**src/scta_pkg.sv**
```systemverilog
//
// Behaviour
// - While a channel's framing-error insert command is armed, that channel is told to send the programmed A1 and A2 error values in place of its framing bytes.
// - The number of consecutive corrupted frames is the four-bit count in bits 3 to 0 of the control register, bit 3 most significant.
// - Control bit 4 at 1 loops received data back through the parallel path to the transmitter; at 0 there is no loopback.
// - Control bit 5 selects odd parallel-bus parity at 0 and even at 1, and resets to even.
// - Control bit 6 at 1 enables receive descrambling and transmit scrambling, at 0 neither, and resets to 1.
// - An eight-bit register holds the A1 substitute byte and resets to zero.
// - An eight-bit register holds the A2 substitute byte and resets to zero.
// - Each 1 in the eight-bit transmit mask inverts the matching bit of the sent B1 byte; a 0 leaves it alone.
// - A read-only register shows one consolidated alarm bit per group-A channel in bits 3 to 0, 1 meaning alarm, bits 7 to 4 unused.
// - Bit n of the alarm enable register enables the consolidated alarm of channel n in both groups, all bits resetting to 0.
// - A second read-only register shows the four group-B consolidated alarms in bits 3 to 0, gated by the shared enables.
package scta_pkg;

    // ----------------------------------------------------------------
    // Register indices (byte address is four times the index)
    // ----------------------------------------------------------------
    localparam logic [19:0] IDX_CTRL = 20'h3000c;
    localparam logic [19:0] IDX_A1_VAL = 20'h3000d;
    localparam logic [19:0] IDX_A2_VAL = 20'h3000e;
    localparam logic [19:0] IDX_B1_MASK = 20'h3000f;
    localparam logic [19:0] IDX_ALARM_A = 20'h30010;
    localparam logic [19:0] IDX_ALARM_EN = 20'h30011;
    localparam logic [19:0] IDX_ALARM_B = 20'h30014;
    localparam logic [19:0] IDX_INSERT_CMD = 20'h30020;
    localparam logic [19:0] IDX_IRQ_STATUS = 20'h30021;
    localparam logic [19:0] IDX_IRQ_MASK = 20'h30022;

    localparam int ADDR_W = 22;

    // ----------------------------------------------------------------
    // Control register fields
    // ----------------------------------------------------------------
    localparam int CTRL_COUNT_LSB = 0;
    localparam int CTRL_COUNT_W = 4;
    localparam int CTRL_LOOP_BIT = 4;
    localparam int CTRL_PARITY_BIT = 5;
    localparam int CTRL_SCRAMBLE_BIT = 6;
    localparam logic [7:0] CTRL_WMASK = 8'h7f;
    localparam logic [7:0] CTRL_RESET = 8'h60;
    localparam logic [7:0] BYTE_RESET = 8'h00;
    localparam logic [3:0] ALARM_EN_RESET = 4'h0;

    // ----------------------------------------------------------------
    // Interrupt layout: alarm rises in 7:0, insert done in 15:8
    // ----------------------------------------------------------------
    localparam int IRQ_W = 16;
    localparam int IRQ_DONE_LSB = 8;
    localparam logic [15:0] IRQ_RESET = 16'h0000;

endpackage : scta_pkg

```
**src/scta_core.sv**
```systemverilog
// The APB interface to the registers was chosen for this implementation.
module scta_core
    import scta_pkg::*;
#(
    parameter int N_GROUP = 4,
    parameter int N_CHAN = 8
)
(
    input wire logic pclk,
    input wire logic presetn,
    input wire logic psel,
    input wire logic penable,
    input wire logic pwrite,
    input wire logic [scta_pkg::ADDR_W-1:0] paddr,
    input wire logic [31:0] pwdata,
    input wire logic [3:0] pstrb,
    output logic [31:0] prdata,
    output logic pready,
    output logic pslverr,
    input wire logic [N_CHAN-1:0] tx_frame_pulse,
    input wire logic [N_GROUP-1:0] group_a_alarm_raw,
    input wire logic [N_GROUP-1:0] group_b_alarm_raw,
    output logic [N_CHAN-1:0] framing_insert_active,
    output logic [7:0] framing_byte1_value,
    output logic [7:0] framing_byte2_value,
    output logic [7:0] tx_parity_byte_mask,
    output logic loopback_en,
    output logic parity_even,
    output logic scramble_en,
    output logic irq
);
    import scta_pkg::*;

    // ----------------------------------------------------------------
    // Registers
    // ----------------------------------------------------------------
    logic [7:0] ctrl_q;
    logic [7:0] a1_val_q;
    logic [7:0] a2_val_q;
    logic [7:0] b1_mask_q;
    logic [N_GROUP-1:0] alarm_en_q;
    logic [N_GROUP-1:0] alarm_a_q;
    logic [N_GROUP-1:0] alarm_b_q;
    logic [IRQ_W-1:0] irq_status_q;
    logic [IRQ_W-1:0] irq_mask_q;
    logic [N_CHAN-1:0] insert_q;
    logic [CTRL_COUNT_W-1:0] remain_q [N_CHAN];
    logic [31:0] prdata_q;
    logic pready_q;
    logic pslverr_q;
    logic irq_q;

    // ----------------------------------------------------------------
    // APB decode
    // ----------------------------------------------------------------
    logic [19:0] idx;
    logic access;
    logic wr_en;
    logic [7:0] wbyte;
    logic mapped;
    logic [31:0] rdata_d;
    logic [N_CHAN-1:0] busy;
    logic [N_CHAN-1:0] arm;
    logic [N_CHAN-1:0] done_evt;
    logic [2*N_GROUP-1:0] alarm_rise;

    assign idx = paddr[ADDR_W-1:2];
    // One wait state: pready rises on the second access cycle
    assign access = psel && penable && !pready_q;
    assign wr_en = psel && penable && pready_q && pwrite && !pslverr_q;
    // Lane 0 carries byte register data; the interrupt registers take pwdata[15:0] whatever pstrb holds
    assign wbyte = pstrb[0] ? pwdata[7:0] : 8'h00;

    always_comb
    begin
        for (int i = 0; i < N_CHAN; i++)
        begin
            busy[i] = (remain_q[i] != '0) || insert_q[i];
        end
    end

    always_comb
    begin
        mapped = 1'b1;
        rdata_d = 32'h0000_0000;
        if (idx == IDX_CTRL)
        begin
            rdata_d[7:0] = ctrl_q;
        end
        else if (idx == IDX_A1_VAL)
        begin
            rdata_d[7:0] = a1_val_q;
        end
        else if (idx == IDX_A2_VAL)
        begin
            rdata_d[7:0] = a2_val_q;
        end
        else if (idx == IDX_B1_MASK)
        begin
            rdata_d[7:0] = b1_mask_q;
        end
        else if (idx == IDX_ALARM_A)
        begin
            rdata_d[N_GROUP-1:0] = alarm_a_q;
        end
        else if (idx == IDX_ALARM_EN)
        begin
            rdata_d[N_GROUP-1:0] = alarm_en_q;
        end
        else if (idx == IDX_ALARM_B)
        begin
            rdata_d[N_GROUP-1:0] = alarm_b_q;
        end
        else if (idx == IDX_INSERT_CMD)
        begin
            rdata_d[N_CHAN-1:0] = busy;
        end
        else if (idx == IDX_IRQ_STATUS)
        begin
            rdata_d[IRQ_W-1:0] = irq_status_q;
        end
        else if (idx == IDX_IRQ_MASK)
        begin
            rdata_d[IRQ_W-1:0] = irq_mask_q;
        end
        else
        begin
            mapped = 1'b0;
        end
    end

    always_ff @(posedge pclk or negedge presetn)
    begin
        if (!presetn)
        begin
            pready_q <= 1'b0;
            pslverr_q <= 1'b0;
            prdata_q <= 32'h0000_0000;
        end
        else
        begin
            pready_q <= access;
            if (access)
            begin
                pslverr_q <= !mapped;
                prdata_q <= pwrite ? 32'h0000_0000 : rdata_d;
            end
            else
            begin
                pslverr_q <= 1'b0;
            end
        end
    end

    // ----------------------------------------------------------------
    // Software written registers
    // ----------------------------------------------------------------
    always_ff @(posedge pclk or negedge presetn)
    begin
        if (!presetn)
        begin
            ctrl_q <= CTRL_RESET;
            a1_val_q <= BYTE_RESET;
            a2_val_q <= BYTE_RESET;
            b1_mask_q <= BYTE_RESET;
            alarm_en_q <= ALARM_EN_RESET;
            irq_mask_q <= IRQ_RESET;
        end
        else if (wr_en)
        begin
            if (idx == IDX_CTRL)
            begin
                ctrl_q <= wbyte & CTRL_WMASK;
            end
            else if (idx == IDX_A1_VAL)
            begin
                a1_val_q <= wbyte;
            end
            else if (idx == IDX_A2_VAL)
            begin
                a2_val_q <= wbyte;
            end
            else if (idx == IDX_B1_MASK)
            begin
                b1_mask_q <= wbyte;
            end
            else if (idx == IDX_ALARM_EN)
            begin
                alarm_en_q <= wbyte[N_GROUP-1:0];
            end
            else if (idx == IDX_IRQ_MASK)
            begin
                irq_mask_q <= pwdata[IRQ_W-1:0];
            end
        end
    end

    // ----------------------------------------------------------------
    // Framing byte error insertion
    // ----------------------------------------------------------------
    // A command written while a channel is busy is dropped, so a running
    // burst is never stretched or cut short by software.
    assign arm = (wr_en && idx == IDX_INSERT_CMD) ? (pwdata[N_CHAN-1:0] & ~busy) : '0;

    always_ff @(posedge pclk or negedge presetn)
    begin
        if (!presetn)
        begin
            insert_q <= '0;
            done_evt <= '0;
            for (int i = 0; i < N_CHAN; i++)
            begin
                remain_q[i] <= '0;
            end
        end
        else
        begin
            for (int i = 0; i < N_CHAN; i++)
            begin
                done_evt[i] <= 1'b0;
                if (arm[i])
                begin
                    remain_q[i] <= ctrl_q[CTRL_COUNT_LSB +: CTRL_COUNT_W];
                end
                else if (tx_frame_pulse[i])
                begin
                    if (remain_q[i] != '0)
                    begin
                        insert_q[i] <= 1'b1;
                        remain_q[i] <= remain_q[i] - 1'b1;
                    end
                    else
                    begin
                        insert_q[i] <= 1'b0;
                        done_evt[i] <= insert_q[i];
                    end
                end
            end
        end
    end

    // ----------------------------------------------------------------
    // Consolidated alarms
    // ----------------------------------------------------------------
    always_ff @(posedge pclk or negedge presetn)
    begin
        if (!presetn)
        begin
            alarm_a_q <= '0;
            alarm_b_q <= '0;
        end
        else
        begin
            alarm_a_q <= group_a_alarm_raw & alarm_en_q;
            alarm_b_q <= group_b_alarm_raw & alarm_en_q;
        end
    end

    assign alarm_rise = {group_b_alarm_raw & alarm_en_q & ~alarm_b_q,
                         group_a_alarm_raw & alarm_en_q & ~alarm_a_q};

    // ----------------------------------------------------------------
    // Interrupts
    // ----------------------------------------------------------------
    // A new event in the clearing cycle keeps its bit set
    always_ff @(posedge pclk or negedge presetn)
    begin
        if (!presetn)
        begin
            irq_status_q <= IRQ_RESET;
            irq_q <= 1'b0;
        end
        else
        begin
            irq_status_q <= (irq_status_q
                             & ~((wr_en && idx == IDX_IRQ_STATUS) ? pwdata[IRQ_W-1:0] : '0))
                            | {done_evt, alarm_rise};
            irq_q <= |(irq_status_q & irq_mask_q);
        end
    end

    // ----------------------------------------------------------------
    // Outputs
    // ----------------------------------------------------------------
    assign prdata = prdata_q;
    assign pready = pready_q;
    assign pslverr = pslverr_q;
    assign framing_insert_active = insert_q;
    assign framing_byte1_value = a1_val_q;
    assign framing_byte2_value = a2_val_q;
    assign tx_parity_byte_mask = b1_mask_q;
    assign loopback_en = ctrl_q[CTRL_LOOP_BIT];
    assign parity_even = ctrl_q[CTRL_PARITY_BIT];
    assign scramble_en = ctrl_q[CTRL_SCRAMBLE_BIT];
    assign irq = irq_q;

endmodule : scta_core

```
**config.mk**
```make
export PLATFORM = sky130hd
export DESIGN_NAME = scta_core
export DESIGN_NICKNAME = d
export VERILOG_FILES = /design/src/scta_pkg.sv /design/src/scta_core.sv
export SDC_FILE = /design/constraint.sdc
export NUM_CORES = 1
export LEC_CHECK = 0
export BUFFER_PORTS_ARGS = -buffer_cell sky130_fd_sc_hd__buf_2
export CAP_MARGIN = 20
export CORE_ASPECT_RATIO = 0.5
export CORE_MARGIN = 2
export CORE_UTILIZATION = 30
export CTS_BUF_LIST = sky130_fd_sc_hd__clkbuf_8
export DETAILED_ROUTE_END_ITERATION = 10
export PLACE_DENSITY = 0.58
export SETUP_SLACK_MARGIN = 0.05
export SLEW_MARGIN = 20
export SYNTH_ARGS = -nofsm -noshare
export SYNTH_HDL_FRONTEND = slang
export SYNTH_SLANG_ARGS = --single-unit
```
**constraint.sdc**
```tcl
create_clock -name pclk -period 2.2 [get_ports pclk]
set_input_delay 0.66 -clock pclk [delete_from_list [all_inputs] [get_ports pclk]]
set_output_delay 0.66 -clock pclk [all_outputs]
set_load 0.05 [all_outputs]
```
==> results.cfg, run 1 <==
[status]
status = complete, but fails checks
violations = setup timing

[cts]
clkSinkCount = 142
clkTransAtPathRegs_ns = 0.08
cts-buffers-inserted = 17
cts_tree = done
clockBufferDepth = 2
htree_levels = 4
worstSkewPairLatency_ns = 0.46
cts-root-buf = clkbuf_8

[job]
maxCapViolCount = 0

[cells_and_area]
syn2layout_area_growth_pct = 36.0
final_nets = 1074
nFillCells = 2264
drive_gt1_frac = 0.357
post-route-util = 0.422
final_common_cell = dfrtp_1
multi_input_area_um2 = 3670
layout_common_cells = dfrtp_1, nand2_1, buf_2
seqCellArea_um2 = 3560

[logic_synthesis]
synthCells = 755
synth.avg_cell_area_um2 = 9.50
synth-edff-count = 0
yosys_warnings = 0
synthArstFlopShare = 1.00
synth_seq_cells = 142
yosys.cell_types.count = 56
synth-seq-area-share = 0.496
synth_area_um2 = 7170
synthFlopType = dfrtp_1

[timing]
hold_violations = 0
drv_slew = 0
rsz0062_at_grt = yes
whs_ns = 0.0164
final.min_clock_period_ns = 2.28
finClkSkew_ns = 0.00903
setup_slack_ns = -0.0766
setup_viol = 27
maxSlewHeadroom = 0.593
tightest_slew_ns = 0.611
fmax_ghz = 0.439
period_share = 1.03

[pwr]
combPwrFrac = 0.213
total_power_mw = 6.52
p_leak_nw = 4.56
p_int_mw = 4.49
seqPwrFrac = 0.464
swShare = 0.312
power.density_nw_per_um2 = 668
p_switching_mw = 2.04
pwr-share-clk = 0.323
peakVddDrop_uv = 350

[die]
ios = 149
die_area_um2 = 25200
start_util = 0.310
die_height_um = 113
die_x_um = 223
num_rows = 39
core_area_um2 = 23100

[critical_path]
cp_slowest_cell = or4_4
end_kind = flop
slowest_delay_ns = 0.56
crit_top_cell = buf_6
reg2reg_from = remain_q[8]$_DFFE_PN0P_
required_ns = 2.55
worstPathMaxFanout = 5
worstReg2RegEnd = remain_q[11]$_DFFE_PN0P_
crit_path_start_kind = input port
path_cells = buf_6 -> or4_4 -> nor4_4 -> nand4_1 -> buf_6 -> buf_12 -> nor2_4 -> o21ai_1 -> a221o_1
reg2regPathDepth = 8
rrSetupSlack_ns = 0.09
crit_buf_inv = 3
cp.arrival_ns = 2.63
path_delay_family = simple AND/OR/NAND/NOR gates
crit_type = input port to flop

[detailed_routing]
routedWlPerCell_um = 18.9
vias = 6635
drt_pass1_iterations = 5
dr.first_iter.drc_count = 365
viasPerCell = 5.10
drc = 0
drtAntennaViolNets = 0
wirelength_um = 24600

[global_routing]
grt_pass1_vias = 6452
antenna_found_initial = 0
grt.total_usage = 0.198
gr-total-overflow = 0
grt_pass1_wl_um = 37700
grt_max_degree = 60

[worst_hold_path]
hold_class = input port to async pin

[placed_design]
place_congestion = 0.866
hpwl_um = 18300
io_buffers = 111
cell usage after synthesis (all sizes together), types with 15 or more instances:
| library cell | n | area (um^2) |
|---|---|---|
| buf | 22 | 153 |
| mux2 | 16 | 180 |
| ha | 16 | 200 |
| and2 | 15 | 93.8 |
| nand2 | 116 | 435 |
| inv | 49 | 184 |
| nor2 | 55 | 209 |
| o21ai | 65 | 325 |
| dfrtp | 140 | 3500 |
| clkbuf | 21 | 78.8 |
| a21oi | 27 | 135 |
| nand3 | 17 | 85.1 |
| a221o | 17 | 170 |
| nor3 | 17 | 90.1 |
| a22o | 16 | 140 |
how the worst max path moves through the flow:
stage	start	endpoint	slack [ns]	cells after the start
floorplan	paddr[11]	irq_mask_q[10]$_DFFE_PN0P_	-0.40	7
global route	paddr[9]	remain_q[7]$_DFFE_PN0P_	-0.13	9
detailed placement	paddr[11]	remain_q[15]$_DFFE_PN0P_	-0.62	8
CTS	paddr[9]	remain_q[11]$_DFFE_PN0P_	-0.05	9
finish	paddr[9]	remain_q[7]$_DFFE_PN0P_	-0.08	9
global placement	paddr[11]	remain_q[31]$_DFFE_PN0P_	-0.57	9
repair_timing:
item,CTS,global route
hold buffers,0,0
gates cloned,2,0
buffers inserted,12,5
pin swaps,20,10
resized for setup,48,35
setup endpoints to repair,42,62
power by group through the flow:
| stage | Combinational [mW] | Sequential, mW | Clock (mW) |
|---|---|---|---|
| 3_3_place_gp | 1.29 | 3.06 | 0 |
| 6_report | 1.39 | 3.03 | 2.11 |
| 5_1_grt | 1.55 | 3.05 | 2.26 |
| 4_1_cts | 1.36 | 3.02 | 2.14 |
| 3_5_place_dp | 1.32 | 3.07 | 0 |
| 2_1_floorplan | 0.750 | 3.11 | 0 |
worst reg2reg max path, delay by kind of cell (launching register included):
| family | cells | cell delay (ns) |
|---|---|---|
| compound gates | 2 | 0.48 |
| buf+inv | 1 | 0.14 |
| fa+ha+maj | 1 | 0.17 |
| flops | 1 | 0.38 |
| simple gates | 4 | 0.81 |
stage by stage:
step                setup WS, ns  TNS (ns)  area [um^2]  cells
floorplan                 -0.402    -15.21         7470    770
global placement          -0.574    -39.90         8940   1249
detailed placement        -0.618    -41.61         8940   1249
CTS                      -0.0542    -0.420         9600   1295
global route              -0.133     -1.66         9750   1299
finish                   -0.0766     -1.11         9760   1300
state kept, by name (all words and copies together), names as in the netlist:
register	flops
pready	1
alarm_en_q	4
tx_parity_byte_mask	8
irq	1
prdata	16
ctrl_q	7
framing_byte2_value	8
remain_q	32
alarm_b_q	4
framing_insert_active	8
irq_status_q	16
done_evt	8
irq_mask_q	16
framing_byte1_value	8
alarm_a_q	4
pslverr	1
cells by family (layout without fill, tap and decap cells):
| kind of cell | Yosys count | count (layout) | synth area share |
|---|---|---|---|
| and+or+nand+nor | 298 | 299 | 0.210 |
| AOI/OAI and AO/OA | 188 | 188 | 0.181 |
| DFF | 142 | 142 | 0.496 |
| buffers and inverters | 92 | 313 | 0.0579 |
| adders and majority gates | 16 | 16 | 0.0279 |
| muxes | 16 | 16 | 0.0251 |
| xor gates and xnor gates | 2 | 2 | 0.00244 |
| other | 1 | 17 | 0.000523 |
layer usage:
layer  routed length (um)  track usage  up-vias
met5                    0            0        -
met4                  481       0.0591        0
met3                 1650       0.0475       31
met2                11200        0.310      201
met1                11300        0.271     3286
li1                     -            -     3117
layout make-up:
class,count,area share
well taps,307,0.0394
multi-input cells,537,0.376
flip-flops and latches,142,0.364
diodes,1,0.000256
inverters,49,0.0189
clock buffers,20,0.0282
clock inverters,12,0.0108
repair buffers,232,0.162
No activity file was read; power rests on OpenSTA's default activity.
==> inputs of run 2 (changes only) <==
--- a/config.mk
+++ b/config.mk
@@ -7,7 +7,6 @@
 export LEC_CHECK = 0
 export BUFFER_PORTS_ARGS = -buffer_cell sky130_fd_sc_hd__buf_2
 export CAP_MARGIN = 20
-export CORE_ASPECT_RATIO = 0.5
 export CORE_MARGIN = 2
 export CORE_UTILIZATION = 30
 export CTS_BUF_LIST = sky130_fd_sc_hd__clkbuf_8
==> results.cfg, run 2 (synthesis results as in run 1) <==
[cts]
clkSinkCount = 142
worstSkewPairLatency_ns = 0.46
clkTransAtPathRegs_ns = 0.08
htree_levels = 4
cts-buffers-inserted = 17
cts-root-buf = clkbuf_8
clockBufferDepth = 2
cts_tree = done

[cells_and_area]
largest_register_ff_count = 32
syn2layout_area_growth_pct = 35.7
nFillCells = 2343
top_register = remain_q
layout_common_cells = dfrtp_1, nand2_1, buf_2
antenna_cells = 0
stdcell_count = 1297
post-route-util = 0.414
stdcell_area_um2 = 9730
final_nets = 1063
final_common_cell = dfrtp_1
drive_gt1_frac = 0.351

[placed_design]
hpwl_um = 17800
place_congestion = 0.883
pre_cts_ws_ns = -0.581
place_inst = 1262
place_area_um2 = 8960
io_buffers = 111

[global_routing]
gr-total-overflow = 0
grt_pass1_wl_um = 36300
grt_pass1_vias = 6347
grt.total_usage = 0.194
antenna_found_initial = 0
grt_max_degree = 46

[pwr]
p_leak_nw = 4.49
total_power_mw = 6.70
peakVddDrop_uv = 456
power.density_nw_per_um2 = 689

[critical_path]
crit_type = input port to flop
worstPathMaxFanout = 8
required_ns = 2.54
cp.arrival_ns = 2.59
crit_path_start_kind = input port
end_kind = flop

[detailed_routing]
drtAntennaViolNets = 0
dr.first_iter.drc_count = 481
wirelength_um = 23600
drt_pass1_iterations = 5
routedWlPerCell_um = 18.2
viasPerCell = 4.99
drc = 0
vias = 6476

[timing]
finClkSkew_ns = 0.0124
drv_slew = 0
maxSlewHeadroom = 0.602
fmax_ghz = 0.444
tightest_slew_ns = 0.597
hold_violations = 0
rsz0062_at_grt = yes
final.min_clock_period_ns = 2.25
tns_ns = -0.814
period_share = 1.02
whs_ns = 0.127
setup_viol = 20
setup_slack_ns = -0.0536

[die]
die_height_um = 159
core_area_um2 = 23500
die_x_um = 159
die_area_um2 = 25200
ios = 149
start_util = 0.306
num_rows = 56

[worst_hold_path]
hold_class = input port to async pin

[job]
maxCapViolCount = 0

[status]
status = complete, but fails checks
violations = setup timing
## run 2: cell count changes in the layout (fill, tap and decap cells not counted), sizes merged
cell	before	now
bufinv	2	4
buf	232	221
inv	57	49
clkbuf	20	19
clkinvlp	0	3
diode	1	0
clkinv	2	3
## run 2: per-layer routing
metal	GRT usage	routed length [um]	share of wire
met5	0	0	0
met1	0.275	11100	0.47
met2	0.302	10800	0.46
met3	0.0373	1290	0.055
met4	0.0558	395	0.017
## run 2: worst paths after layout
kind                                          startpoint                                    to  slack, ns  cells after the start
worst min register to register     done_evt[1]$_DFF_PN0_             irq_status_q[9]$_DFF_PN0_       0.43                      1
max in group asynchronous                        presetn  framing_insert_active[0]$_DFFE_PN0P_       1.40                      2
worst max-delay path                           paddr[12]            irq_mask_q[12]$_DFFE_PN0P_      -0.05                      7
worst max register to register  remain_q[12]$_DFFE_PN0P_              remain_q[15]$_DFFE_PN0P_       0.02                      9
min in group pclk                      tx_frame_pulse[4]  framing_insert_active[4]$_DFFE_PN0P_       0.42                      2
worst min-delay path                             presetn                prdata[13]$_DFFE_PN0P_       0.13                      1
## run 2: where the power goes
part / internal [mW] / switching, mW
combinational: 0.570 / 0.788
clock: 1.28 / 1.04
sequential: 2.83 / 0.193
total: 4.68 / 2.02
## run 2: repair_timing
action / in CTS / in global routing
setup endpoints to repair: 56 / 68
buffers inserted: 0 / 5
hold buffers: 0 / 0
gates resized for setup: 30 / 48
gates cloned: 1 / 0
pin swaps: 8 / 22
## run 2: area by class of cell
| type | count | area [um^2] | area share |
|---|---|---|---|
| inverter | 49 | 184 | 0.0189 |
| multi-input combinational | 537 | 3670 | 0.377 |
| clock buffer | 19 | 262 | 0.0269 |
| tap | 319 | 399 | 0.0410 |
| sequential | 142 | 3560 | 0.365 |
| clock inverter | 10 | 165 | 0.0170 |
| timing repair buffer | 221 | 1490 | 0.154 |
## run 2: worst max-delay path: stages
cell,delay (ns)
buf_6,0.09
or4_4,0.56
nor4_4,0.31
buf_4,0.17
and3_4,0.21
and2_4,0.27
mux2_4,0.32
